<file path="src/verilog/lamc_cfg.svh">
// Offsets, field positions, reset values and timing counts of the measurement configuration block.
// Assumes a 200 MHz aclk and register indices that sit at byte address index * 4.
`ifndef LAMC_CFG_SVH
`define LAMC_CFG_SVH

`define LAMC_IDX_AUX_SEL  6'h0F
`define LAMC_IDX_VIS_REC  6'h10
`define LAMC_IDX_VIS_GAIN 6'h11
`define LAMC_IDX_VIS_MISC 6'h12
`define LAMC_IDX_IR_REC   6'h1D
`define LAMC_IDX_IR_GAIN  6'h1E
`define LAMC_IDX_CTRL     6'h20
`define LAMC_IDX_STATUS   6'h21

`define LAMC_RST_AUX_SEL  8'h65
`define LAMC_RST_REC      8'h70
`define LAMC_RST_GAIN     8'h00
`define LAMC_RST_MISC     8'h00

`define LAMC_MASK_AUX     8'hFF
`define LAMC_MASK_REC     8'h70
`define LAMC_MASK_GAIN    8'h07
`define LAMC_MASK_MISC    8'h20

`define LAMC_REC_LSB      4
`define LAMC_RANGE_BIT    5
`define LAMC_DONE_BIT     3

`define LAMC_AUX_TEMP     8'h65
`define LAMC_AUX_VDD      8'h75

`define LAMC_CLK_NS       5
`define LAMC_CONV_NS      50
`define LAMC_CONV_CYC     ((`LAMC_CONV_NS + `LAMC_CLK_NS - 1) / `LAMC_CLK_NS)
`define LAMC_INTEG_CLKS   10'd64

`define LAMC_RESP_OKAY    2'b00
`define LAMC_RESP_SLVERR  2'b10

`endif

</file>
<file path="src/verilog/lamc_pkg.sv">
// Types shared by the measurement configuration block.
// Assumes nothing beyond a SystemVerilog compiler.
package lamc_pkg;
  typedef enum logic [1:0] {
    LAMC_CH_VIS = 2'b00,
    LAMC_CH_IR  = 2'b01,
    LAMC_CH_AUX = 2'b10
  } lamc_chan_t;

  typedef enum logic [1:0] {
    LAMC_IDLE      = 2'b00,
    LAMC_RECOVER   = 2'b01,
    LAMC_INTEGRATE = 2'b10
  } lamc_state_t;
endpackage

</file>
<file path="src/verilog/lamc_conv_timer.sv">
// Converter clock generator and period counter for one recovery or integration phase.
// Assumes start arrives only while busy is low; gain and clocks are sampled with start.
`timescale 1ns/100ps
`include "lamc_cfg.svh"
module lamc_conv_timer (
  input  wire logic       aclk,
  input  wire logic       aresetn,
  input  wire logic       start,
  input  wire logic [2:0] gain,
  input  wire logic [9:0] clocks,
  output wire logic       tick,
  output logic            done,
  output logic            busy
);
  import lamc_pkg::*;

  localparam logic [10:0] BASE = 11'(`LAMC_CONV_CYC);

  logic [10:0] pre;
  logic [10:0] reload_q;
  logic [9:0]  left;
  logic [2:0]  gain_q;
  logic [9:0]  clocks_q;
  logic [10:0] gap;
  logic [9:0]  nticks;

  wire [10:0] reload = (BASE << gain) - 11'd1;

  assign tick = busy && (pre == 11'd0);

  // Converter clock is the base period stretched by two to the gain exponent
  always_ff @(posedge aclk) begin
    if (!aresetn) begin
      busy     <= 1'b0;
      done     <= 1'b0;
      pre      <= 11'h000;
      reload_q <= 11'h000;
      left     <= 10'h000;
      gain_q   <= 3'h0;
      clocks_q <= 10'h000;
    end else if (start) begin
      busy     <= 1'b1;
      done     <= 1'b0;
      pre      <= reload;
      reload_q <= reload;
      left     <= clocks;
      gain_q   <= gain;
      clocks_q <= clocks;
    end else if (tick) begin
      pre  <= reload_q;
      left <= left - 10'd1;
      busy <= (left != 10'd1);
      done <= (left == 10'd1);
    end else begin
      pre  <= busy ? pre - 11'd1 : pre;
      done <= 1'b0;
    end
  end

  // Checking aids only
  always_ff @(posedge aclk) begin
    if (!aresetn) begin
      gap    <= 11'h000;
      nticks <= 10'h000;
    end else begin
      gap    <= (start || tick) ? 11'h000 : gap + 11'd1;
      nticks <= start ? 10'h000 : nticks + 10'(tick);
    end
  end
endmodule

</file>
<file path="src/verilog/lamc_top.sv">
// Measurement configuration registers and converter phase sequencer with an AXI4-Lite slave.
// Assumes a 200 MHz aclk, synchronous active-low reset and a single AXI4-Lite master.
//
// Contract
// aux select 0x65 temperature, 0x75 supply
// auxiliary measurements referenced to ground
// aux select resets to 0x65
// visible recovery code gives 1..511 clocks
// visible recovery clock scaled by visible gain
// software should program recovery as inverted gain
// visible gain lengthens integration by 2^gain
// gain exponent divides the converter clock
// visible range bit selects high range
// infrared recovery uses same code encoding
// infrared recovery clock scaled by infrared gain
// both recovery registers reset to 0x70
// visible gain and range reset to zero
// infrared gain scales integration and recovery
// reserved bits written zero and ignored
`timescale 1ns/100ps
`include "lamc_cfg.svh"
module lamc_top (
  input  wire logic               aclk,
  input  wire logic               aresetn,
  input  wire logic [7:0]         s_axi_awaddr,
  input  wire logic               s_axi_awvalid,
  output wire logic               s_axi_awready,
  input  wire logic [31:0]        s_axi_wdata,
  input  wire logic [3:0]         s_axi_wstrb,
  input  wire logic               s_axi_wvalid,
  output wire logic               s_axi_wready,
  output logic [1:0]              s_axi_bresp,
  output logic                    s_axi_bvalid,
  input  wire logic               s_axi_bready,
  input  wire logic [7:0]         s_axi_araddr,
  input  wire logic               s_axi_arvalid,
  output wire logic               s_axi_arready,
  output logic [31:0]             s_axi_rdata,
  output logic [1:0]              s_axi_rresp,
  output logic                    s_axi_rvalid,
  input  wire logic               s_axi_rready,
  output lamc_pkg::lamc_chan_t    adc_channel,
  output logic [7:0]              adc_input_sel,
  output logic                    adc_ref_gnd,
  output logic                    aux_route_temp,
  output logic                    aux_route_vdd,
  output logic                    adc_high_range,
  output logic                    adc_sample,
  output logic                    meas_active,
  output wire logic               adc_clk_en
);
  import lamc_pkg::*;

  logic [7:0]  aux_input_select;
  logic [7:0]  visible_recovery_register;
  logic [7:0]  visible_gain_exponent;
  logic [7:0]  visible_range_options;
  logic [7:0]  infrared_recovery_register;
  logic [7:0]  infrared_gain_exponent;
  logic        aw_held;
  logic        w_held;
  logic [5:0]  aw_idx;
  logic [7:0]  w_byte;
  logic        w_lane0;
  logic        done_flag;
  lamc_state_t state;
  lamc_state_t next_state;
  lamc_chan_t  chan;
  lamc_chan_t  next_chan;
  logic [2:0]  pending;
  logic [2:0]  next_pending;
  logic        tmr_start;
  logic        next_start;
  logic [9:0]  tmr_count;
  logic [9:0]  next_count;
  logic [2:0]  tmr_gain;
  logic [2:0]  next_gain;
  logic        meas_end;
  logic [2:0]  rest;
  wire         tmr_done;
  wire         tmr_busy;

  // Write channel: address and data are held separately, committed once both are in
  assign s_axi_awready = !aw_held && !s_axi_bvalid;
  assign s_axi_wready  = !w_held && !s_axi_bvalid;
  wire aw_take = s_axi_awvalid && s_axi_awready;
  wire w_take  = s_axi_wvalid && s_axi_wready;
  wire wr_fire = aw_held && w_held;
  wire wr_en   = wr_fire && w_lane0;

  wire wr_aux    = wr_en && (aw_idx == `LAMC_IDX_AUX_SEL);
  wire wr_vrec   = wr_en && (aw_idx == `LAMC_IDX_VIS_REC);
  wire wr_vgain  = wr_en && (aw_idx == `LAMC_IDX_VIS_GAIN);
  wire wr_vmisc  = wr_en && (aw_idx == `LAMC_IDX_VIS_MISC);
  wire wr_irrec  = wr_en && (aw_idx == `LAMC_IDX_IR_REC);
  wire wr_irgain = wr_en && (aw_idx == `LAMC_IDX_IR_GAIN);
  wire wr_ctrl   = wr_en && (aw_idx == `LAMC_IDX_CTRL);
  wire wr_stat   = wr_en && (aw_idx == `LAMC_IDX_STATUS);

  function automatic logic idx_hit(input logic [5:0] idx);
    idx_hit = (idx >= `LAMC_IDX_AUX_SEL && idx <= `LAMC_IDX_VIS_MISC) || idx == `LAMC_IDX_IR_REC ||
              idx == `LAMC_IDX_IR_GAIN || idx == `LAMC_IDX_CTRL || idx == `LAMC_IDX_STATUS;
  endfunction

  always_ff @(posedge aclk) begin
    if (!aresetn) begin
      aw_held      <= 1'b0;
      w_held       <= 1'b0;
      aw_idx       <= 6'h00;
      w_byte       <= 8'h00;
      w_lane0      <= 1'b0;
      s_axi_bvalid <= 1'b0;
      s_axi_bresp  <= `LAMC_RESP_OKAY;
    end else begin
      if (aw_take) begin
        aw_held <= 1'b1;
        aw_idx  <= s_axi_awaddr[7:2];
      end else if (wr_fire) begin
        aw_held <= 1'b0;
      end
      if (w_take) begin
        w_held  <= 1'b1;
        w_byte  <= s_axi_wdata[7:0];
        w_lane0 <= s_axi_wstrb[0];
      end else if (wr_fire) begin
        w_held <= 1'b0;
      end
      if (wr_fire) begin
        s_axi_bvalid <= 1'b1;
        s_axi_bresp  <= idx_hit(aw_idx) ? `LAMC_RESP_OKAY : `LAMC_RESP_SLVERR;
      end else if (s_axi_bready) begin
        s_axi_bvalid <= 1'b0;
      end
    end
  end

  // Only defined fields are stored, so reserved bits cannot disturb the converter
  always_ff @(posedge aclk) begin
    if (!aresetn) begin
      aux_input_select           <= `LAMC_RST_AUX_SEL;
      visible_recovery_register  <= `LAMC_RST_REC;
      infrared_recovery_register <= `LAMC_RST_REC;
      visible_gain_exponent      <= `LAMC_RST_GAIN;
      visible_range_options      <= `LAMC_RST_MISC;
      infrared_gain_exponent     <= `LAMC_RST_GAIN;
    end else begin
      if (wr_aux)    aux_input_select           <= w_byte & `LAMC_MASK_AUX;
      if (wr_vrec)   visible_recovery_register  <= w_byte & `LAMC_MASK_REC;
      if (wr_vgain)  visible_gain_exponent      <= w_byte & `LAMC_MASK_GAIN;
      if (wr_vmisc)  visible_range_options      <= w_byte & `LAMC_MASK_MISC;
      if (wr_irrec)  infrared_recovery_register <= w_byte & `LAMC_MASK_REC;
      if (wr_irgain) infrared_gain_exponent     <= w_byte & `LAMC_MASK_GAIN;
    end
  end

  // Read channel
  assign s_axi_arready = !s_axi_rvalid;
  wire [5:0] ar_idx = s_axi_araddr[7:2];
  wire [7:0] status = {4'h0, done_flag, chan, meas_active};
  wire [7:0] rd_byte =
    (ar_idx == `LAMC_IDX_AUX_SEL)  ? aux_input_select :
    (ar_idx == `LAMC_IDX_VIS_REC)  ? visible_recovery_register :
    (ar_idx == `LAMC_IDX_VIS_GAIN) ? visible_gain_exponent :
    (ar_idx == `LAMC_IDX_VIS_MISC) ? visible_range_options :
    (ar_idx == `LAMC_IDX_IR_REC)   ? infrared_recovery_register :
    (ar_idx == `LAMC_IDX_IR_GAIN)  ? infrared_gain_exponent :
    (ar_idx == `LAMC_IDX_CTRL)     ? {5'h00, pending} :
    (ar_idx == `LAMC_IDX_STATUS)   ? status : 8'h00;

  always_ff @(posedge aclk) begin
    if (!aresetn) begin
      s_axi_rvalid <= 1'b0;
      s_axi_rdata  <= 32'h00000000;
      s_axi_rresp  <= `LAMC_RESP_OKAY;
    end else if (s_axi_arvalid && s_axi_arready) begin
      s_axi_rvalid <= 1'b1;
      s_axi_rdata  <= {24'h000000, rd_byte};
      s_axi_rresp  <= idx_hit(ar_idx) ? `LAMC_RESP_OKAY : `LAMC_RESP_SLVERR;
    end else if (s_axi_rready) begin
      s_axi_rvalid <= 1'b0;
    end
  end

  // Per channel recovery length and gain; aux uses one unscaled clock
  logic [9:0] chan_rec  [3];
  logic [2:0] chan_gain [3];
  wire  [2:0] rec_code  [2];
  assign rec_code[0]  = visible_recovery_register[`LAMC_REC_LSB +: 3];
  assign rec_code[1]  = infrared_recovery_register[`LAMC_REC_LSB +: 3];
  assign chan_gain[0] = visible_gain_exponent[2:0];
  assign chan_gain[1] = infrared_gain_exponent[2:0];
  assign chan_gain[2] = 3'h0;
  assign chan_rec[2]  = 10'd1;

  genvar gi;
  generate
    for (gi = 0; gi < 2; gi++) begin : g_rec
      // Code 0 is one clock, otherwise 2^(code+2)-1 clocks
      assign chan_rec[gi] = (rec_code[gi] == 3'h0) ? 10'd1 :
                            10'((11'd1 << ({1'b0, rec_code[gi]} + 4'd2)) - 11'd1);
    end
  endgenerate

  function automatic lamc_chan_t first_chan(input logic [2:0] mask);
    first_chan = mask[0] ? LAMC_CH_VIS : (mask[1] ? LAMC_CH_IR : LAMC_CH_AUX);
  endfunction

  // Starts are accepted only while idle; a start mask of zero is ignored
  wire go = wr_ctrl && (w_byte[2:0] != 3'h0) && (state == LAMC_IDLE);

  always_comb begin
    next_state   = state;
    next_chan    = chan;
    next_pending = pending;
    next_start   = 1'b0;
    next_count   = tmr_count;
    next_gain    = tmr_gain;
    meas_end     = 1'b0;
    rest         = pending;
    rest[chan]   = 1'b0;
    unique case (state)
      LAMC_IDLE: begin
        if (go) begin
          next_pending = w_byte[2:0];
          next_chan    = first_chan(w_byte[2:0]);
          next_state   = LAMC_RECOVER;
          next_start   = 1'b1;
          next_count   = chan_rec[next_chan];
          next_gain    = chan_gain[next_chan];
        end
      end
      LAMC_RECOVER: begin
        if (tmr_done) begin
          next_state = LAMC_INTEGRATE;
          next_start = 1'b1;
          next_count = `LAMC_INTEG_CLKS;
        end
      end
      LAMC_INTEGRATE: begin
        if (tmr_done) begin
          next_pending = rest;
          if (rest != 3'h0) begin
            next_chan  = first_chan(rest);
            next_state = LAMC_RECOVER;
            next_start = 1'b1;
            next_count = chan_rec[next_chan];
            next_gain  = chan_gain[next_chan];
          end else begin
            next_state = LAMC_IDLE;
            meas_end   = 1'b1;
          end
        end
      end
    endcase
  end

  always_ff @(posedge aclk) begin
    if (!aresetn) begin
      state     <= LAMC_IDLE;
      chan      <= LAMC_CH_VIS;
      pending   <= 3'h0;
      tmr_start <= 1'b0;
      tmr_count <= 10'h000;
      tmr_gain  <= 3'h0;
      done_flag <= 1'b0;
    end else begin
      state     <= next_state;
      chan      <= next_chan;
      pending   <= next_pending;
      tmr_start <= next_start;
      tmr_count <= next_count;
      tmr_gain  <= next_gain;
      // Completion wins over a clear in the same cycle
      done_flag <= meas_end || (done_flag && !(wr_stat && w_byte[`LAMC_DONE_BIT]));
    end
  end

  // Converter-side drive, registered and aligned with the sequencer state
  wire next_active = (next_state != LAMC_IDLE);
  wire next_aux    = next_active && (next_chan == LAMC_CH_AUX);
  always_ff @(posedge aclk) begin
    if (!aresetn) begin
      adc_channel    <= LAMC_CH_VIS;
      adc_input_sel  <= 8'h00;
      adc_ref_gnd    <= 1'b0;
      aux_route_temp <= 1'b0;
      aux_route_vdd  <= 1'b0;
      adc_high_range <= 1'b0;
      adc_sample     <= 1'b0;
      meas_active    <= 1'b0;
    end else begin
      adc_channel    <= next_chan;
      adc_input_sel  <= next_aux ? aux_input_select : 8'h00;
      adc_ref_gnd    <= next_aux;
      aux_route_temp <= next_aux && (aux_input_select == `LAMC_AUX_TEMP);
      aux_route_vdd  <= next_aux && (aux_input_select == `LAMC_AUX_VDD);
      adc_high_range <= next_active && (next_chan == LAMC_CH_VIS) &&
                        visible_range_options[`LAMC_RANGE_BIT];
      adc_sample     <= (state == LAMC_RECOVER) && (next_state == LAMC_INTEGRATE);
      meas_active    <= next_active;
    end
  end

  lamc_conv_timer u_timer (
    .aclk    (aclk),
    .aresetn (aresetn),
    .start   (tmr_start),
    .gain    (tmr_gain),
    .clocks  (tmr_count),
    .tick    (adc_clk_en),
    .done    (tmr_done),
    .busy    (tmr_busy)
  );
endmodule

</file>
<file path="config.mk">
export PLATFORM = sky130hd
export DESIGN_NAME = lamc_top
export DESIGN_NICKNAME = d
export VERILOG_FILES = /design/src/verilog/lamc_pkg.sv /design/src/verilog/lamc_conv_timer.sv /design/src/verilog/lamc_top.sv
export VERILOG_INCLUDE_DIRS = /design/src /design/src/verilog
export SDC_FILE = /design/constraint.sdc
export NUM_CORES = 1
export LEC_CHECK = 0
export BUFFER_PORTS_ARGS = -buffer_cell sky130_fd_sc_hd__buf_4
export CAP_MARGIN = 20
export CORE_MARGIN = 2
export CORE_UTILIZATION = 55
export DETAILED_ROUTE_END_ITERATION = 12
export GPL_TIMING_DRIVEN = 0
export PLACE_DENSITY = 0.78
export SYNTH_ARGS = -nofsm -noshare
export SYNTH_HDL_FRONTEND = slang
export SYNTH_HIERARCHICAL = 1
export SYNTH_SLANG_ARGS = --single-unit
</file>
<file path="constraint.sdc">
create_clock -name aclk -period 3.5 [get_ports aclk]
set_clock_uncertainty 0.2 [all_clocks]
set_input_delay 0.7 -clock aclk [delete_from_list [all_inputs] [get_ports aclk]]
set_output_delay 0.7 -clock aclk [all_outputs]
set_load 0.01 [all_outputs]
</file>
After elaboration in Yosys (flattened, before gate mapping)
Index checks and enable logic that the tools add are counted.
Widths: inputs -> output; s select.
{"block": "op_classes", "n_addsub": 7, "magnitude_cmp": 8, "n_eq_ne": 28, "shift": 3, "mux": 73, "n_bitwise": 6, "reduce_logical": 63}
{"op": "$mux 10", "count": 12}
{"op": "$eq 6x5->1 const B", "count": 10}
{"op": "$bmux 10 s2", "count": 2}
{"op": "$mux 11", "count": 3}
{"op": "$pmux 10 s3", "count": 1}
{"op": "$sub 10x1->10 const B", "count": 3}
{"op": "$logic_and 1x1->1", "count": 29}
{"op": "$mux 7", "count": 4}
{"op": "$mux 3", "count": 9}
{"op": "$eq 6x6->1 const B", "count": 4}
{"op": "$mux 2", "count": 12}
{"op": "$sub 11x1->11 const B", "count": 2}
{"op": "$shl 1x4->10 const A", "count": 2}
{"op": "$mux 1", "count": 18}
{"op": "$eq 8x7->1 const B", "count": 2}
{"op": "$reduce_bool 2->1", "count": 7}
{"op": "$bmux 3 s2", "count": 2}
{"op": "$eq 6x4->1 const B", "count": 2}
{"op": "$ge 6x4->1 const B", "count": 2}
{"op": "$le 6x5->1 const B", "count": 2}
{"op": "$mux 4", "count": 3}
{"op": "$pmux 3 s2", "count": 2}
{"op": "$logic_not 11->1", "count": 1}
{"op": "$shl 4x3->11 const A", "count": 1}
{"op": "28 further kinds", "count": 53}
{"block": "word_totals", "register_bits": 122, "inputBits": 59, "output_inout_bits": 58, "elab_cells": 223}

Logic depth before layout (Yosys ltp)
{"block": "depth", "depth_word": 15, "ltp_mapped": 11, "ltp_nobuf": 10}

By module
Netlist, hierarchy kept.
{"module": "lamc_top", "instances": 1, "cells_per_inst": 581, "area_each_um2": 4897.2, "seq_area_each_um2": 1721.7}
{"module": "lamc_conv_timer", "instances": 1, "cells_per_inst": 230, "area_each_um2": 1891.8, "seq_area_each_um2": 680.7}

Least setup slack after synthesis
No wires, ideal clock.
{"block": "synth_timing", "path_kind": "register to output", "from": "register u_timer.pre[4]", "to": "output port adc_clk_en", "arrival_time_ns": 1.278, "t_required_ns": 2.600, "setup_slack_ns": 1.322, "path_stages_with_launch": 6, "n_path_buf": 2, "path_cell_list": "dfxtp_1 -> buf_4 -> nor3_4 -> nand4_4 -> inv_1 -> buf_2"}
{"block": "synth_between", "elab_chain_cells": 2}
{"item": "from (decl)", "line_no": "lamc_conv_timer.sv:19", "text": "logic [10:0] pre;"}
{"item": "from (signal assigned)", "line_no": "lamc_conv_timer.sv:44", "text": "pre <= reload;"}
{"item": "from (signal assigned)", "line_no": "lamc_conv_timer.sv:50", "text": "pre <= reload_q;"}
{"item": "from (signal assigned)", "line_no": "lamc_conv_timer.sv:55", "text": "pre <= busy ? pre - 11'd1 : pre;"}
{"item": "$logic_not 11->1", "line_no": "lamc_conv_timer.sv:29", "text": "assign tick = busy && (pre == 11'd0);"}
{"item": "$logic_and 1x1->1", "line_no": "lamc_conv_timer.sv:29"}
{"item": "to (decl)", "line_no": "lamc_top.sv:50", "text": "output wire logic adc_clk_en"}
Every way passes these cells.

==> flow_summary.toml <==
[outcome]
status = "finished, final reports clean"

[timing]
rsz0062_at_grt = "false"
drv_slew = 0
fin_crit_sh = 0.935
tightestPinTransition_ns = 0.998
period_minus_slack_ns = 3.27
max_freq_mhz = 305
whs_ns = 0.255
hold_viol_final = 0
setup_viol = 0
maxSlewHeadroom = 0.326

[global_routing]
grt_usage = 0.291
grt.overflow.total = 0
antenna_found_initial = 0
grt_max_degree = 17
grt_pass1_vias = 6109
grt_pass1_wl_um = 30400

[synth]
synth-seq-cells = 120
yosysSeqAreaShare = 0.354
avgSynthCellArea_sq_um = 8.37
synth_cell_types = 81
syn_area_sq_um = 6790
yosysWarnings = 6
synthArstFlopShare = 0
synthFlopType = "dfxtp_1"
syn_inst = 811
synth_edf_count = 0

[setup_path]
crit_path_start_kind = "flop"
setup.worst_path.class = "flop to flop"
cp_max_fo = 10
worstPathArrival_ns = 3.40
worstPathRequired_ns = 3.63
cp-end-kind = "flop"

[power]
p_leak_nw = 3.26
power.total_mw = 3.64
p_per_area_nw_per_um2 = 448
vdd_drop_max_v = 0.000372

[detailed_routing]
route.vias.total = 6537
drc = 0
avgRoutedWirePerCell_um = 17.4
avgViaCountPerCell = 6.08
dr.pass1.iters = 6
drt_iter0_drc = 761
wl_um = 18700
postRouteAntennaNets = 0

[cts]
h-tree-depth = 4
cts_inserted_buffers = 17
clk_path_buf_depth = 2
cts-root-buf = "clkbuf_16"
clkSinkCount = 120
clk_latency_ns = 0.42
hold_buffers = 0
cts_tree = "built"
clk_pin_slew_ns = 0.06

[final_layout]
final_area_sq_um = 8140
fin_nets = 991
drive_gt1_frac = 0.177
seq_area_sq_um = 2400
multi_input_area_sq_um = 3970
nFillCells = 1016
num_antenna_cells = 0
area_growth_pct = 19.8

[placement]
place.gp.congestion = 0.958
portBuffers = 59
place_hpwl_um = 13300
place_area_sq_um = 7510

[min_path]
worst_hold_path_type = "flop to flop"

[die]
core_area_sq_um = 12000
pin_count = 117
start_util = 0.565
rows = 40
die_h_um = 115
die_x_um = 115
die_area_sq_um = 13200

[run]
drv_cap = 0
kinds of logic (layout without fill, tap and decap cells):
family	after synthesis	count (layout)	synth area share
other	1	26	0.000552
adder cells (fa/ha/maj)	17	17	0.0313
buffers and inverters	106	198	0.0765
AND/OR/NAND/NOR	291	291	0.240
multiplexers	30	30	0.0444
XOR/XNOR	12	12	0.0155
AO/OA/AOI/OAI	234	234	0.238
flip-flops	120	120	0.354
stage by stage:
step           instances   util  setup slack, ns  setup TNS (ns)
2_1_floorplan        836      -            0.545               0
3_3_place_gp        1042  0.625          -0.0819         -0.0819
3_5_place_dp        1043  0.626           -0.107          -0.107
4_1_cts             1075  0.677           0.0504               0
5_1_grt             1075  0.677           0.0165               0
6_report            1075  0.677            0.227               0
path summary, 6_finish.rpt:
path	from	to	slack (ns)	depth (start not counted)
worst min register to register	s_axi_rresp[1]$_SDFFE_PN0P_	s_axi_rresp[1]$_SDFFE_PN0P_	0.25	2
worst max-delay path	visible_recovery_register[5]$_SDFFE_PN1P_	tmr_count[1]$_SDFFE_PN0P_	0.23	10
worst min-delay path	s_axi_rresp[1]$_SDFFE_PN0P_	s_axi_rresp[1]$_SDFFE_PN0P_	0.25	2
worst max register to register	visible_recovery_register[5]$_SDFFE_PN1P_	tmr_count[1]$_SDFFE_PN0P_	0.23	10
cells in the mapped netlist, types with 4 or more instances:
library cell,n,share of area
nand4b_1,6,0.0077
nor2_1,64,0.035
a211oi_1,10,0.011
a21oi_1,74,0.055
o221ai_1,6,0.0077
nand4_1,9,0.0083
nor3b_2,8,0.015
inv_1,29,0.016
and3_1,5,0.0046
buf_1,5,0.0028
nor3_1,13,0.0096
nor4b_1,5,0.0065
o22ai_1,4,0.0037
ha_1,17,0.031
o21a_1,4,0.0044
or4_1,6,0.0066
a22oi_1,8,0.0088
a31oi_1,7,0.0065
buf_4,29,0.032
or2_2,4,0.0037
o211ai_1,9,0.010
clkbuf_1,38,0.021
xnor2_1,9,0.012
o31ai_1,5,0.0055
buf_2,4,0.0029
nand2b_1,16,0.015
nor2b_1,10,0.0092
or3_1,8,0.0074
o32a_1,4,0.0059
mux2i_1,29,0.043
dfxtp_1,120,0.35
o211a_1,5,0.0074
nand3_1,23,0.017
o21ai_0,41,0.030
a311oi_1,7,0.0090
and2_1,5,0.0046
a221oi_1,6,0.0077
nand2_1,76,0.042
a21boi_0,6,0.0066
nor4_1,13,0.012
a21o_1,5,0.0055
cell type report:
| class | count | share of cell area |
|---|---|---|
| multi-input cells | 610 | 0.488 |
| inverters | 29 | 0.0134 |
| clock inverters | 14 | 0.0211 |
| plain buffers | 77 | 0.0507 |
| well taps | 147 | 0.0226 |
| flip-flops and latches | 120 | 0.295 |
| clock buffers | 18 | 0.0540 |
| repair buffers | 60 | 0.0551 |
where the power goes:
group          leakage [nW]  internal (mW)  switching, mW
combinational          2.00          0.165          0.233
clock                 0.293           1.14          0.658
sequential            0.972           1.41         0.0361
total                  3.26           2.72          0.927
metal layers:
layer,global-route usage,share of wire,vias to the layer above
met3,0.0601,0.064,62
met1,0.341,0.40,3027
met2,0.500,0.49,302
met5,0,0,-
li1,-,-,3146
met4,0.157,0.040,0
placed cells by master (no fill, tap or decap), drive strengths merged, types with 7 or more instances in the layout:
master and n:
inv 32, nand4 10, nand3 23, nor3b 11, o21ai 41, a311oi 7
nand2b 16, nand2 77, nor4 15, a31oi 7, a22oi 8, dfxtp 120
nor2 65, a211oi 10, ha 17, xnor2 9, conb 26, a21oi 74
o211ai 10, buf 100, nor3 16, nor2b 10, clkbuf 55, or3 8
mux2i 29
worst max-delay path, cell delays in order, from the launching register on:
cell	delay (ns)
dfxtp_1	0.42
buf_2	0.24
inv_1	0.19
ha_2	0.39
nor4_2	0.31
inv_1	0.14
ha_1	0.29
nor2b_1	0.20
mux2i_1	0.12
or4_1	0.43
a311oi_1	0.27
flip-flops by register name, indices dropped and copies added (netlist names), 2 cells and up:
name,flops
w_byte,8
infrared_recovery_register,3
aux_input_select,8
u_timer/pre,11
state,2
visible_recovery_register,3
u_timer/reload_q,11
adc_channel,2
infrared_gain_exponent,3
aw_idx,6
visible_gain_exponent,3
pending,3
tmr_count,10
adc_input_sel,8
tmr_gain,3
u_timer/left,10
s_axi_rdata,8
what timing repair did:
action / 4_1_cts / 5_1_grt
setup buffers: 0 / 0
gates resized for setup: 1 / 5
endpoints found under the setup margin: 1 / 2
endpoints found under the hold margin: 0 / 0
(Power assumes the default switching activity.)
